File: config.mk
export PLATFORM = sky130hd
export DESIGN_NAME = rsf_top
export DESIGN_NICKNAME = d
export VERILOG_FILES = /design/src/core/rsf_pkg.sv /design/src/core/rsf_sync.sv /design/src/core/rsf_idle_det.sv /design/src/core/rsf_top.sv
export SDC_FILE = /design/constraint.sdc
export NUM_CORES = 1
export LEC_CHECK = 0
export ABC_AREA = 1
export BUFFER_PORTS_ARGS = -buffer_cell sky130_fd_sc_hd__buf_2
export CAP_MARGIN = 20
export CORE_MARGIN = 5
export CORE_UTILIZATION = 54
export DETAILED_ROUTE_END_ITERATION = 7
export PLACE_DENSITY = 0.77
export SYNTH_ARGS = -nofsm -noshare
export SYNTH_HDL_FRONTEND = slang
export SYNTH_SLANG_ARGS = --single-unit
File: constraint.sdc
create_clock -name ref_clk -period 1.6 [get_ports ref_clk]
set_input_delay 0.08 -clock ref_clk [delete_from_list [all_inputs] [get_ports ref_clk]]
set_output_delay 0.08 -clock ref_clk [all_outputs]
set_load 0.005 [all_outputs]
File: src/core/rsf_pkg.sv
// constants for the receive status flag block
//
// How it works
// - receive-full sets when a finished frame lands in the data register.
// - receive-full clears on status read with it set, then data-low read.
// - idle sets after 10 ones (short frame) or 11 ones (long frame).
// - after idle clears, it waits for a new receive-full before setting again.
// - idle clears on status read with it set, then data-low read.
// - standby mode keeps the idle flag from setting.
// - overrun sets when a second frame ends while the first is unread.
// - an overrun frame is dropped; data registers keep the old frame.
// - overrun clears on status read with it set, then data-low read.
// - overrun set at or after status read survives; needs another read pair.
// - noise sets together with receive-full, never on overrun.
// - noise clears on status read then data-low read.
// - framing fault sets with receive-full on a zero stop bit, never on overrun.
// - while framing fault is set no further frame is taken.
// - framing fault clears on status read with it set, then data-low read.
// - parity fault sets with receive-full on bad parity, never on overrun.
// - parity fault clears on status read then data-low read.
// - writes to the status register change nothing.
// - receive irq enable raises a request while receive-full or overrun is set.
// - idle irq enable raises a request while idle is set.
package rsf_pkg;
   // register offsets
   localparam logic [3:0] REG_CTRL      = 4'h3;
   localparam logic [3:0] REG_STATUS    = 4'h4;
   localparam logic [3:0] REG_DATA_HIGH = 4'h6;
   localparam logic [3:0] REG_DATA_LOW  = 4'h7;
   // status bit positions
   localparam int ST_RX_FULL  = 5;
   localparam int ST_IDLE     = 4;
   localparam int ST_OVERRUN  = 3;
   localparam int ST_NOISE    = 2;
   localparam int ST_FRAMING  = 1;
   localparam int ST_PARITY   = 0;
   localparam int NUM_FLAGS   = 6;
   // control bit positions
   localparam int CT_FRAME_LEN   = 7;
   localparam int CT_RX_IRQ_EN   = 5;
   localparam int CT_IDLE_IRQ_EN = 4;
   localparam int CT_PARITY_EN   = 3;
   localparam int CT_PARITY_SENSE = 2;
   localparam int CT_STANDBY     = 1;
   // values after reset
   localparam logic [7:0] CTRL_RESET  = 8'h00;
   localparam logic [5:0] FLAGS_RESET = 6'h00;
   localparam logic [8:0] DATA_RESET  = 9'h000;
   // idle line length in bit times
   localparam logic [3:0] IDLE_BITS_SHORT = 4'hA;
   localparam logic [3:0] IDLE_BITS_LONG  = 4'hB;
endpackage

File: src/core/rsf_sync.sv
// two-flop synchroniser for pin inputs
`timescale 1ns/1ps
`default_nettype none
module rsf_sync
   import rsf_pkg::*;
#(
   parameter int   WIDTH     = 1,
   parameter logic RESET_VAL = 1'b1
)
(
   input  wire logic             ref_clk,
   input  wire logic             rst_b,
   input  wire logic [WIDTH-1:0] pin_in,
   output logic      [WIDTH-1:0] sync_out
);
   logic [WIDTH-1:0] stage1;

   initial
   begin
      if (WIDTH < 1)
         $error("rsf_sync: WIDTH must be at least 1");
   end

   // first stage feeds only the second stage
   always_ff @(posedge ref_clk or negedge rst_b)
   begin
      if (!rst_b)
      begin
         stage1   <= {WIDTH{RESET_VAL}};
         sync_out <= {WIDTH{RESET_VAL}};
      end
      else
      begin
         stage1   <= pin_in;
         sync_out <= stage1;
      end
   end
endmodule
`default_nettype wire

File: src/core/rsf_idle_det.sv
// counter of consecutive high bit times on the receive line
`timescale 1ns/1ps
`default_nettype none
module rsf_idle_det
   import rsf_pkg::*;
(
   input  wire logic ref_clk,
   input  wire logic rst_b,
   input  wire logic line_high,
   input  wire logic bit_tick,
   input  wire logic long_frame,
   output logic      idle_hit
);
   logic [3:0] ones_cnt;
   logic [3:0] limit;

   assign limit = long_frame ? IDLE_BITS_LONG : IDLE_BITS_SHORT;

   // counter stops at the limit so one idle stretch gives one pulse
   always_ff @(posedge ref_clk or negedge rst_b)
   begin
      if (!rst_b)
         ones_cnt <= 4'h0;
      else if (!line_high)
         ones_cnt <= 4'h0;
      else if (bit_tick && ones_cnt < limit)
         ones_cnt <= ones_cnt + 4'h1;
   end

   // pulse on the bit time that completes the idle stretch
   always_ff @(posedge ref_clk or negedge rst_b)
   begin
      if (!rst_b)
         idle_hit <= 1'b0;
      else
         idle_hit <= line_high && bit_tick && (ones_cnt == limit - 4'h1);
   end
endmodule
`default_nettype wire

File: src/core/rsf_top.sv
// receive status flags, data holding register and register port
//
// Chosen here: the register addresses and strobed register access.
`timescale 1ns/1ps
`default_nettype none
module rsf_top
   import rsf_pkg::*;
#(
   parameter int ADDR_W = 4
)
(
   input  wire logic              ref_clk,
   input  wire logic              rst_b,
   // register port
   input  wire logic [ADDR_W-1:0] reg_addr,
   input  wire logic [7:0]        reg_wdata,
   input  wire logic              reg_wr,
   input  wire logic              reg_rd,
   output logic      [7:0]        reg_rdata,
   // receive line pin
   input  wire logic              rx_line,
   // from the receive shifter, same clock
   input  wire logic              rx_bit_tick,
   input  wire logic              rx_frame_done,
   input  wire logic [8:0]        rx_frame_data,
   input  wire logic              rx_frame_noise,
   input  wire logic              rx_frame_stop,
   // to the receive shifter
   output logic                   rx_accept_en,
   output logic                   frame_len_sel,
   output logic                   parity_enable,
   output logic                   parity_sense,
   output logic                   receiver_standby,
   // interrupt requests
   output logic                   rx_irq,
   output logic                   idle_irq
);
   // control register
   logic [7:0] ctrl;
   // flags and snapshot taken at the status read
   logic [NUM_FLAGS-1:0] flags;
   logic [NUM_FLAGS-1:0] armed;
   logic [NUM_FLAGS-1:0] clr;
   // received data held for software
   logic [8:0] rx_data;
   // idle may set only after a frame since the last idle clear
   logic idle_allow;
   // synchronised line and idle pulse
   logic line_sync;
   logic idle_hit;
   // decoded accesses
   logic status_rd;
   logic data_low_rd;
   logic ctrl_wr;
   // frame events
   logic frame_take;
   logic full_set;
   logic ovr_set;
   logic noise_set;
   logic fault_set;
   logic parity_set;
   logic idle_set;
   logic parity_bad;
   logic [7:0] next_rdata;

   initial
   begin
      if (ADDR_W < 4)
         $error("rsf_top: ADDR_W must be at least 4");
   end

   // receive line comes from a pin, so it is synchronised first
   rsf_sync #(
      .WIDTH     (1),
      .RESET_VAL (1'b1)
   ) u_line_sync (
      .ref_clk  (ref_clk),
      .rst_b    (rst_b),
      .pin_in   (rx_line),
      .sync_out (line_sync)
   );

   // idle line detector
   rsf_idle_det u_idle (
      .ref_clk    (ref_clk),
      .rst_b      (rst_b),
      .line_high  (line_sync),
      .bit_tick   (rx_bit_tick),
      .long_frame (ctrl[CT_FRAME_LEN]),
      .idle_hit   (idle_hit)
   );

   // address decode; upper address bits must be zero
   assign status_rd   = reg_rd && (reg_addr == ADDR_W'(REG_STATUS));
   assign data_low_rd = reg_rd && (reg_addr == ADDR_W'(REG_DATA_LOW));
   assign ctrl_wr     = reg_wr && (reg_addr == ADDR_W'(REG_CTRL));

   // parity bit is the last data bit of the frame
   always_comb
   begin
      if (ctrl[CT_FRAME_LEN])
         parity_bad = (^rx_frame_data[8:0]) ^ ctrl[CT_PARITY_SENSE];
      else
         parity_bad = (^rx_frame_data[7:0]) ^ ctrl[CT_PARITY_SENSE];
   end

   // frames are refused while a framing fault stands
   assign frame_take = rx_frame_done && !flags[ST_FRAMING];

   // a frame either fills the register or overruns it
   assign full_set   = frame_take && !flags[ST_RX_FULL];
   assign ovr_set    = frame_take && flags[ST_RX_FULL];
   // error flags only ride with a frame that was stored
   assign noise_set  = full_set && rx_frame_noise;
   assign fault_set  = full_set && !rx_frame_stop;
   assign parity_set = full_set && ctrl[CT_PARITY_EN] && parity_bad;
   // idle needs a fresh frame and no standby
   assign idle_set   = idle_hit && idle_allow && !ctrl[CT_STANDBY];

   // a data-low read clears only what the status read saw set
   assign clr = data_low_rd ? armed : '0;

   // control register; writes to status fall through untouched
   always_ff @(posedge ref_clk or negedge rst_b)
   begin
      if (!rst_b)
         ctrl <= CTRL_RESET;
      else if (ctrl_wr)
         ctrl <= reg_wdata;
   end

   // snapshot of the flags seen by software at the status read
   always_ff @(posedge ref_clk or negedge rst_b)
   begin
      if (!rst_b)
         armed <= FLAGS_RESET;
      else if (status_rd)
         armed <= flags;
      else if (data_low_rd)
         armed <= FLAGS_RESET;
   end

   // receive-full flag; set wins over the clear
   always_ff @(posedge ref_clk or negedge rst_b)
   begin
      if (!rst_b)
         flags[ST_RX_FULL] <= 1'b0;
      else if (full_set)
         flags[ST_RX_FULL] <= 1'b1;
      else if (clr[ST_RX_FULL])
         flags[ST_RX_FULL] <= 1'b0;
   end

   // idle flag
   always_ff @(posedge ref_clk or negedge rst_b)
   begin
      if (!rst_b)
         flags[ST_IDLE] <= 1'b0;
      else if (idle_set)
         flags[ST_IDLE] <= 1'b1;
      else if (clr[ST_IDLE])
         flags[ST_IDLE] <= 1'b0;
   end

   // idle permission: a stored frame reopens it, an idle clear closes it
   always_ff @(posedge ref_clk or negedge rst_b)
   begin
      if (!rst_b)
         idle_allow <= 1'b0;
      else if (full_set)
         idle_allow <= 1'b1;
      else if (clr[ST_IDLE] && !idle_set)
         idle_allow <= 1'b0;
   end

   // overrun flag; a clear in the same cycle loses to a new overrun
   always_ff @(posedge ref_clk or negedge rst_b)
   begin
      if (!rst_b)
         flags[ST_OVERRUN] <= 1'b0;
      else if (ovr_set)
         flags[ST_OVERRUN] <= 1'b1;
      else if (clr[ST_OVERRUN])
         flags[ST_OVERRUN] <= 1'b0;
   end

   // noise flag
   always_ff @(posedge ref_clk or negedge rst_b)
   begin
      if (!rst_b)
         flags[ST_NOISE] <= 1'b0;
      else if (noise_set)
         flags[ST_NOISE] <= 1'b1;
      else if (clr[ST_NOISE])
         flags[ST_NOISE] <= 1'b0;
   end

   // framing fault flag
   always_ff @(posedge ref_clk or negedge rst_b)
   begin
      if (!rst_b)
         flags[ST_FRAMING] <= 1'b0;
      else if (fault_set)
         flags[ST_FRAMING] <= 1'b1;
      else if (clr[ST_FRAMING])
         flags[ST_FRAMING] <= 1'b0;
   end

   // parity fault flag
   always_ff @(posedge ref_clk or negedge rst_b)
   begin
      if (!rst_b)
         flags[ST_PARITY] <= 1'b0;
      else if (parity_set)
         flags[ST_PARITY] <= 1'b1;
      else if (clr[ST_PARITY])
         flags[ST_PARITY] <= 1'b0;
   end

   // data register loads only when empty, so an overrun keeps the old frame
   always_ff @(posedge ref_clk or negedge rst_b)
   begin
      if (!rst_b)
         rx_data <= DATA_RESET;
      else if (full_set)
         rx_data <= rx_frame_data;
   end

   // read mux; data stand only in the cycle after the strobe
   always_comb
   begin
      next_rdata = 8'h00;
      if (reg_rd)
      begin
         if (reg_addr == ADDR_W'(REG_STATUS))
            next_rdata = {2'b00, flags};
         else if (reg_addr == ADDR_W'(REG_CTRL))
            next_rdata = ctrl;
         else if (reg_addr == ADDR_W'(REG_DATA_HIGH))
            next_rdata = {rx_data[8], 7'h00};
         else if (reg_addr == ADDR_W'(REG_DATA_LOW))
            next_rdata = rx_data[7:0];
      end
   end

   always_ff @(posedge ref_clk or negedge rst_b)
   begin
      if (!rst_b)
         reg_rdata <= 8'h00;
      else
         reg_rdata <= next_rdata;
   end

   // interrupt requests lag the flags by one cycle to come from flops
   always_ff @(posedge ref_clk or negedge rst_b)
   begin
      if (!rst_b)
      begin
         rx_irq   <= 1'b0;
         idle_irq <= 1'b0;
      end
      else
      begin
         rx_irq   <= ctrl[CT_RX_IRQ_EN] && (flags[ST_RX_FULL] || flags[ST_OVERRUN]);
         idle_irq <= ctrl[CT_IDLE_IRQ_EN] && flags[ST_IDLE];
      end
   end

   // shifter controls; accept enable drops one cycle after a framing fault
   always_ff @(posedge ref_clk or negedge rst_b)
   begin
      if (!rst_b)
      begin
         rx_accept_en     <= 1'b1;
         frame_len_sel    <= 1'b0;
         parity_enable    <= 1'b0;
         parity_sense     <= 1'b0;
         receiver_standby <= 1'b0;
      end
      else
      begin
         rx_accept_en     <= !flags[ST_FRAMING];
         frame_len_sel    <= ctrl[CT_FRAME_LEN];
         parity_enable    <= ctrl[CT_PARITY_EN];
         parity_sense     <= ctrl[CT_PARITY_SENSE];
         receiver_standby <= ctrl[CT_STANDBY];
      end
   end
endmodule
`default_nettype wire

== After elaboration in Yosys (flattened, before gate mapping) ==
Index checks and enable logic that the tools add are counted.

* Divide/modulo/power cells: 0
* Mux-type cells: 26
* Order comparisons: 1
* Eq/ne operators: 6
* Reductions and logical operators: 34
* Add/sub/neg operators: 2
* Bitwise operators: 2
* Shift-type cells: 0
* Multipliers: 0

{| class="wikitable"
|+ Operator list
! operator !! number
|-
| two-way mux 8 bit || 5
|-
| logical AND 1 bit || 18
|-
| two-way mux 6 bit || 3
|-
| two-way mux 1 bit || 16
|-
| nonzero test 2 bit || 8
|-
| equality test 4 x 3 -> 1 bit, second input constant || 3
|-
| XOR reduction 9 bit || 1
|-
| two-way mux 4 bit || 2
|-
| XOR reduction 8 bit || 1
|-
| logical NOT 1 bit || 5
|-
| adder 4 x 1 -> 4 bit, second input constant || 1
|-
| equality test 4 x 2 -> 1 bit, second input constant || 1
|-
| equality test 4 bit || 1
|-
| less-than comparator 4 bit || 1
|-
| subtractor 4 x 1 -> 4 bit, second input constant || 1
|-
| inequality test 2 x 1 -> 1 bit, second input constant || 1
|-
| bitwise XOR 1 bit || 2
|-
| logical OR 1 bit || 1
|}

* Latch bits: 0
* Memory bits (read-only): 0
* RAM bits: 0
* Memories: 0
* Bits in registers: 52

== Depth between registers and ports, before layout ==
* Depth after elaboration: 6
* Gate-level depth with buffers: 11

== Hierarchy ==
From an unflattened synthesis, not the netlist that was laid out.

* Cells, all modules: 257
* Area total of the unflattened synthesis: 2,279.7 um^2

{| class="wikitable"
|+ By module, submodules not included
! module !! area an instance (um^2) !! sequential area each (um^2) !! times used !! cells each
|-
| rsf_top || 1,939.4 || 1,127.3 || 1 || 219
|-
| rsf_idle_det || 287.8 || 125.1 || 1 || 36
|-
| rsf_sync || 52.6 || 52.6 || 1 || 2
|}

== Worst setup path before layout ==
Ideal clock, no wire load.

* Kind: register to register
* Start point: register ctrl[7]
* End point: register u_idle.idle_hit
* Data required time: 1.475 ns
* Buffers on the path: 0
* Clock period less this slack: 1.228 ns
* Setup slack: 0.372 ns
* Data arrival time: 1.103 ns
* Cell stages (with the launch flop): 5
* Cell sequence: dfrtp_1 ha_1 nor2_1 nand2_1 a2111oi_0

* Cells in the longest elaborated chain, start to end: 4

{| class="wikitable"
|+ Ends and longest elaborated chain
! item !! line !! RTL
|-
| start: declaration || rsf_top.sv:39 || <nowiki>logic [7:0] ctrl;</nowiki>
|-
| start signal: assignment || rsf_top.sv:129 || <nowiki>ctrl <= reg_wdata;</nowiki>
|-
| two-way mux 1 bit || rsf_idle_det.sv:17 || <nowiki>assign limit = long_frame ? IDLE_BITS_LONG : IDLE_BITS_SHORT;</nowiki>
|-
| subtractor 4 x 1 -> 4 bit || rsf_idle_det.sv:36 || <nowiki>idle_hit <= line_high && bit_tick && (ones_cnt == limit - 4'h1);</nowiki>
|-
| equality test 4 bit || rsf_idle_det.sv:36 ||
|-
| logical AND 1 bit || rsf_idle_det.sv:36 ||
|-
| end signal: assignment || rsf_idle_det.sv:36 ||
|-
| end: declaration || rsf_idle_det.sv:12 || <nowiki>output logic idle_hit</nowiki>
|}

No other way between the ends.
A chain may end at the register's enable or synchronous reset.

== Worst setup path in the final report ==
Same ends and word-level chain as after synthesis.

==> metrics <==
result of the run complete, no violations; Synth area leader dfrtp_1; arrival time of data at the critical path endpoint 1.52 ns; number of nets in the layout 324; H-tree depth 2; final setup TNS 0 ns; ratio of cells with drive above 1 in the final layout 0.263; global-route usage over all layers 0.189; total inserted antenna cells 0; leakage power figure 0.00142 uW; main combinational cell family by area after synthesis simple AND/OR/NAND/NOR gates; register area share after synthesis 0.588; worst slew slack as a fraction of its limit 0.665; Chip Width 74.1 um; critical path cell sequence ha_1 -> nor2_1 -> nand2_1 -> a2111oi_0; area inside the core boundary 4000 sq um; Synth Cell Area 2220 sq um; count of flip-flops with a built-in enable after synthesis 0; Post-Syn Instances 233; end of the worst register-to-register path u_idle.idle_hit; Post-Syn Area per Cell 9.52 sq um; GR Overflow Total 0; area fraction in compound gates after synthesis 0.0964; crit path time final 1.35 ns; detailed-router iteration count before antenna repair 4; Max Clk Rate 0.741 GHz; reg2reg path depth 4; total setup violations reported at the end of the flow 0; startpoint type of the worst setup path flop; R2R Path Start ctrl[7]; PortBufs 44; placed wire-length estimate after detailed placement 3410 um; Detailed Route WL 4600 um; beginning of the worst hold path reg_wdata[0]; CP Data Required Time 1.77 ns; P per Cell Area 1270 nW/um^2; leading cell types by count after synthesis nand2_1 (55), dfrtp_1 (49), inv_1 (33), o21ai_0 (21); Top FF cell, synth dfrtp_1; pin count of the biggest net entering global routing 25; share of the clock period used by the worst path 0.843; CP Class flop to flop; Worst Setup End Kind flop; reg2reg setup slack 0.25 ns; number of unique standard cell types used by synthesis 25; antenna violation net count after detailed routing 0; share of total power in combinational logic 0.192; violation count after the first detailed-routing iteration 166; number of buffers created by CTS 5; post-synthesis register bit count 52; vias per cell 5.14; clock group share of total power 0.274; Worst Skew 0.0188 ns; warnings from Yosys 0; category of cells accounting for the largest share of critical-path delay flip-flops; Internal Pwr Total 2470 uW; Sequential Power Share 0.534; switching share of total power 0.279; Synth Area in Adders 0.0113; xor/xnor cell area share of the yosys netlist 0.00790; worst hold path stage count 2; slowest library cell on the worst path dfrtp_1; fraction of registers with async set or reset after synthesis 1.00; most frequent cell after synthesis nand2_1; slew at the pin with the worst max-slew slack 0.502 ns; IO Count 45; clock tree root buffer cell clkbuf_8; maximum buffer depth of the clock tree 2; Layout area overhead 21.4%; standard cell area after detailed placement 2530 sq um; via total after detailed routing 1,764; number of max-slew violations in the final report 0; simple-gate portion of the synthesized area 0.180; Post-Synthesis Net Count 265; delay of the slowest critical-path stage 0.44 ns; CTS tree yes; Placement Rows 23; total DRC errors in the routed layout 0; routed length per instance 13.4 um; number of antenna violations at the first check in global routing 0; number of max-cap violations 0; Sinks on Clock Net 52; global-route wire length before repair 7890 um; vias in the first global route 1,765; CP Buf/Inv Count 0; setup repair after global routing missed its margin no; die extent in y 74.1 um; number of buffers inserted to repair setup after CTS 0; area of the die 5490 sq um; Sw Pwr 956 uW; VDD IR-drop max 0.762 mV; CTS clock-pin slew for the worst setup and hold paths 0.08 ns; Worst Path Max Fanout 7; Clk Latency, worst-skew pair 0.31 ns; Area contributors post-synth dfrtp_1 (55%), nand2_1 (9.3%), inv_1 (5.6%); initial core utilization 0.555; Worst Hold Path EP ctrl[0]; placer's final routability congestion estimate 0.797; final count of hold timing violations 0; class of the tightest hold or removal check input pin to flop; multiplexer fraction of the synthesized cell area 0.0491; cell area after layout 2690 sq um; area share of the largest cell type after synthesis 0.553
==> power groups by stage <==
stage          Sequential, uW  Clock [uW]  Combinational, uW
3_5_place_dp             1850           0                649
4_1_cts                  1830         954                667
5_1_grt                  1870        1000                770
3_3_place_gp             1840           0                626
2_1_floorplan            1820           0                417
6_report                 1830         940                657
==> kinds of logic after synthesis <==
group,count (synthesis)
xor+xnor,2
buf+inv,37
fa+ha+maj,2
mux,9
compound gates,40
flops,52
simple gates,91
==> how the worst max path moves through the flow <==
stage                          to  slack [ns]  startpoint  cells after the start
6_report          u_idle.idle_hit        0.25     ctrl[7]                      4
2_1_floorplan     u_idle.idle_hit        0.37     ctrl[7]                      4
5_1_grt        u_idle.ones_cnt[2]        0.06     ctrl[7]                      8
3_5_place_dp      u_idle.idle_hit        0.23     ctrl[7]                      4
3_3_place_gp      u_idle.idle_hit        0.29     ctrl[7]                      4
4_1_cts           u_idle.idle_hit        0.21     ctrl[7]                      4
==> sequential cells by signal, summed over array words and instances (netlist names) <==
signal,cells
rx_accept_en,1
frame_len_sel,1
rx_data,9
receiver_standby,1
idle_irq,1
u_idle.ones_cnt,4
u_idle.idle_hit,1
parity_enable,1
parity_sense,1
ctrl,8
u_line_sync.stage1,1
rx_irq,1
flags,6
u_line_sync.sync_out,1
reg_rdata,8
armed,6
idle_allow,1
==> metrics by stage <==
step / instances / hold WS [ns] / power, uW / worst slack, ns / utilization
2_1_floorplan: 233 / -0.216 / 2240 / 0.372 / -
3_3_place_gp: 331 / 0.0764 / 2470 / 0.293 / 0.633
3_5_place_dp: 331 / 0.0780 / 2500 / 0.234 / 0.633
4_1_cts: 343 / 0.00891 / 3450 / 0.213 / 0.673
5_1_grt: 343 / 0.00730 / 3650 / 0.0605 / 0.673
6_report: 343 / 0.0164 / 3420 / 0.251 / 0.673
==> worst register-to-register path: cells and delay by family, from the launching register on <==
family / cells / cell delay (ns)
AOI/OAI and AO/OA: 1 / 0.33
DFF: 1 / 0.44
adders and majority gates: 1 / 0.30
and+or+nand+nor: 2 / 0.16
==> repair_timing <==
| action | in CTS | in global routing |
|---|---|---|
| hold buffers | 4 | 0 |
| gates resized for setup | 0 | 0 |
| endpoints found under the hold margin | 23 | 0 |
==> cells in the final DEF, fill, tap and decap left out, types with 2 or more instances in the layout <==
| cell type | count |
|---|---|
| nand3_1 | 14 |
| dfrtp_1 | 49 |
| nor2_1 | 14 |
| buf_2 | 44 |
| nand2_1 | 55 |
| mux2_4 | 2 |
| mux2_2 | 7 |
| nand2_4 | 2 |
| ha_1 | 2 |
| dlygate4sd3_1 | 4 |
| clkbuf_8 | 6 |
| o21ai_0 | 21 |
| xnor2_1 | 2 |
| nor3_1 | 3 |
| dfstp_2 | 3 |
| a21oi_1 | 11 |
| inv_1 | 33 |
| buf_4 | 6 |
| o22ai_1 | 4 |
| a31oi_1 | 2 |
==> metal layers <==
layer	global-route usage	share of wire	vias to the layer above
li1	-	-	871
met1	0.253	0.42	822
met2	0.307	0.49	62
met3	0.0432	0.070	9
met4	0.0563	0.017	0
met5	0	0	-
==> area by class of cell <==
type                    instances  area, sq um
clock buffers                   6         82.6
clock inverters                 2         38.8
fillers                       319         1310
inverters                      35          134
multi-input cells             144          764
flip-flops and latches         52         1310
well taps                      50         62.6
repair buffers                 54          305
No activity file was read; power rests on OpenSTA's default activity.
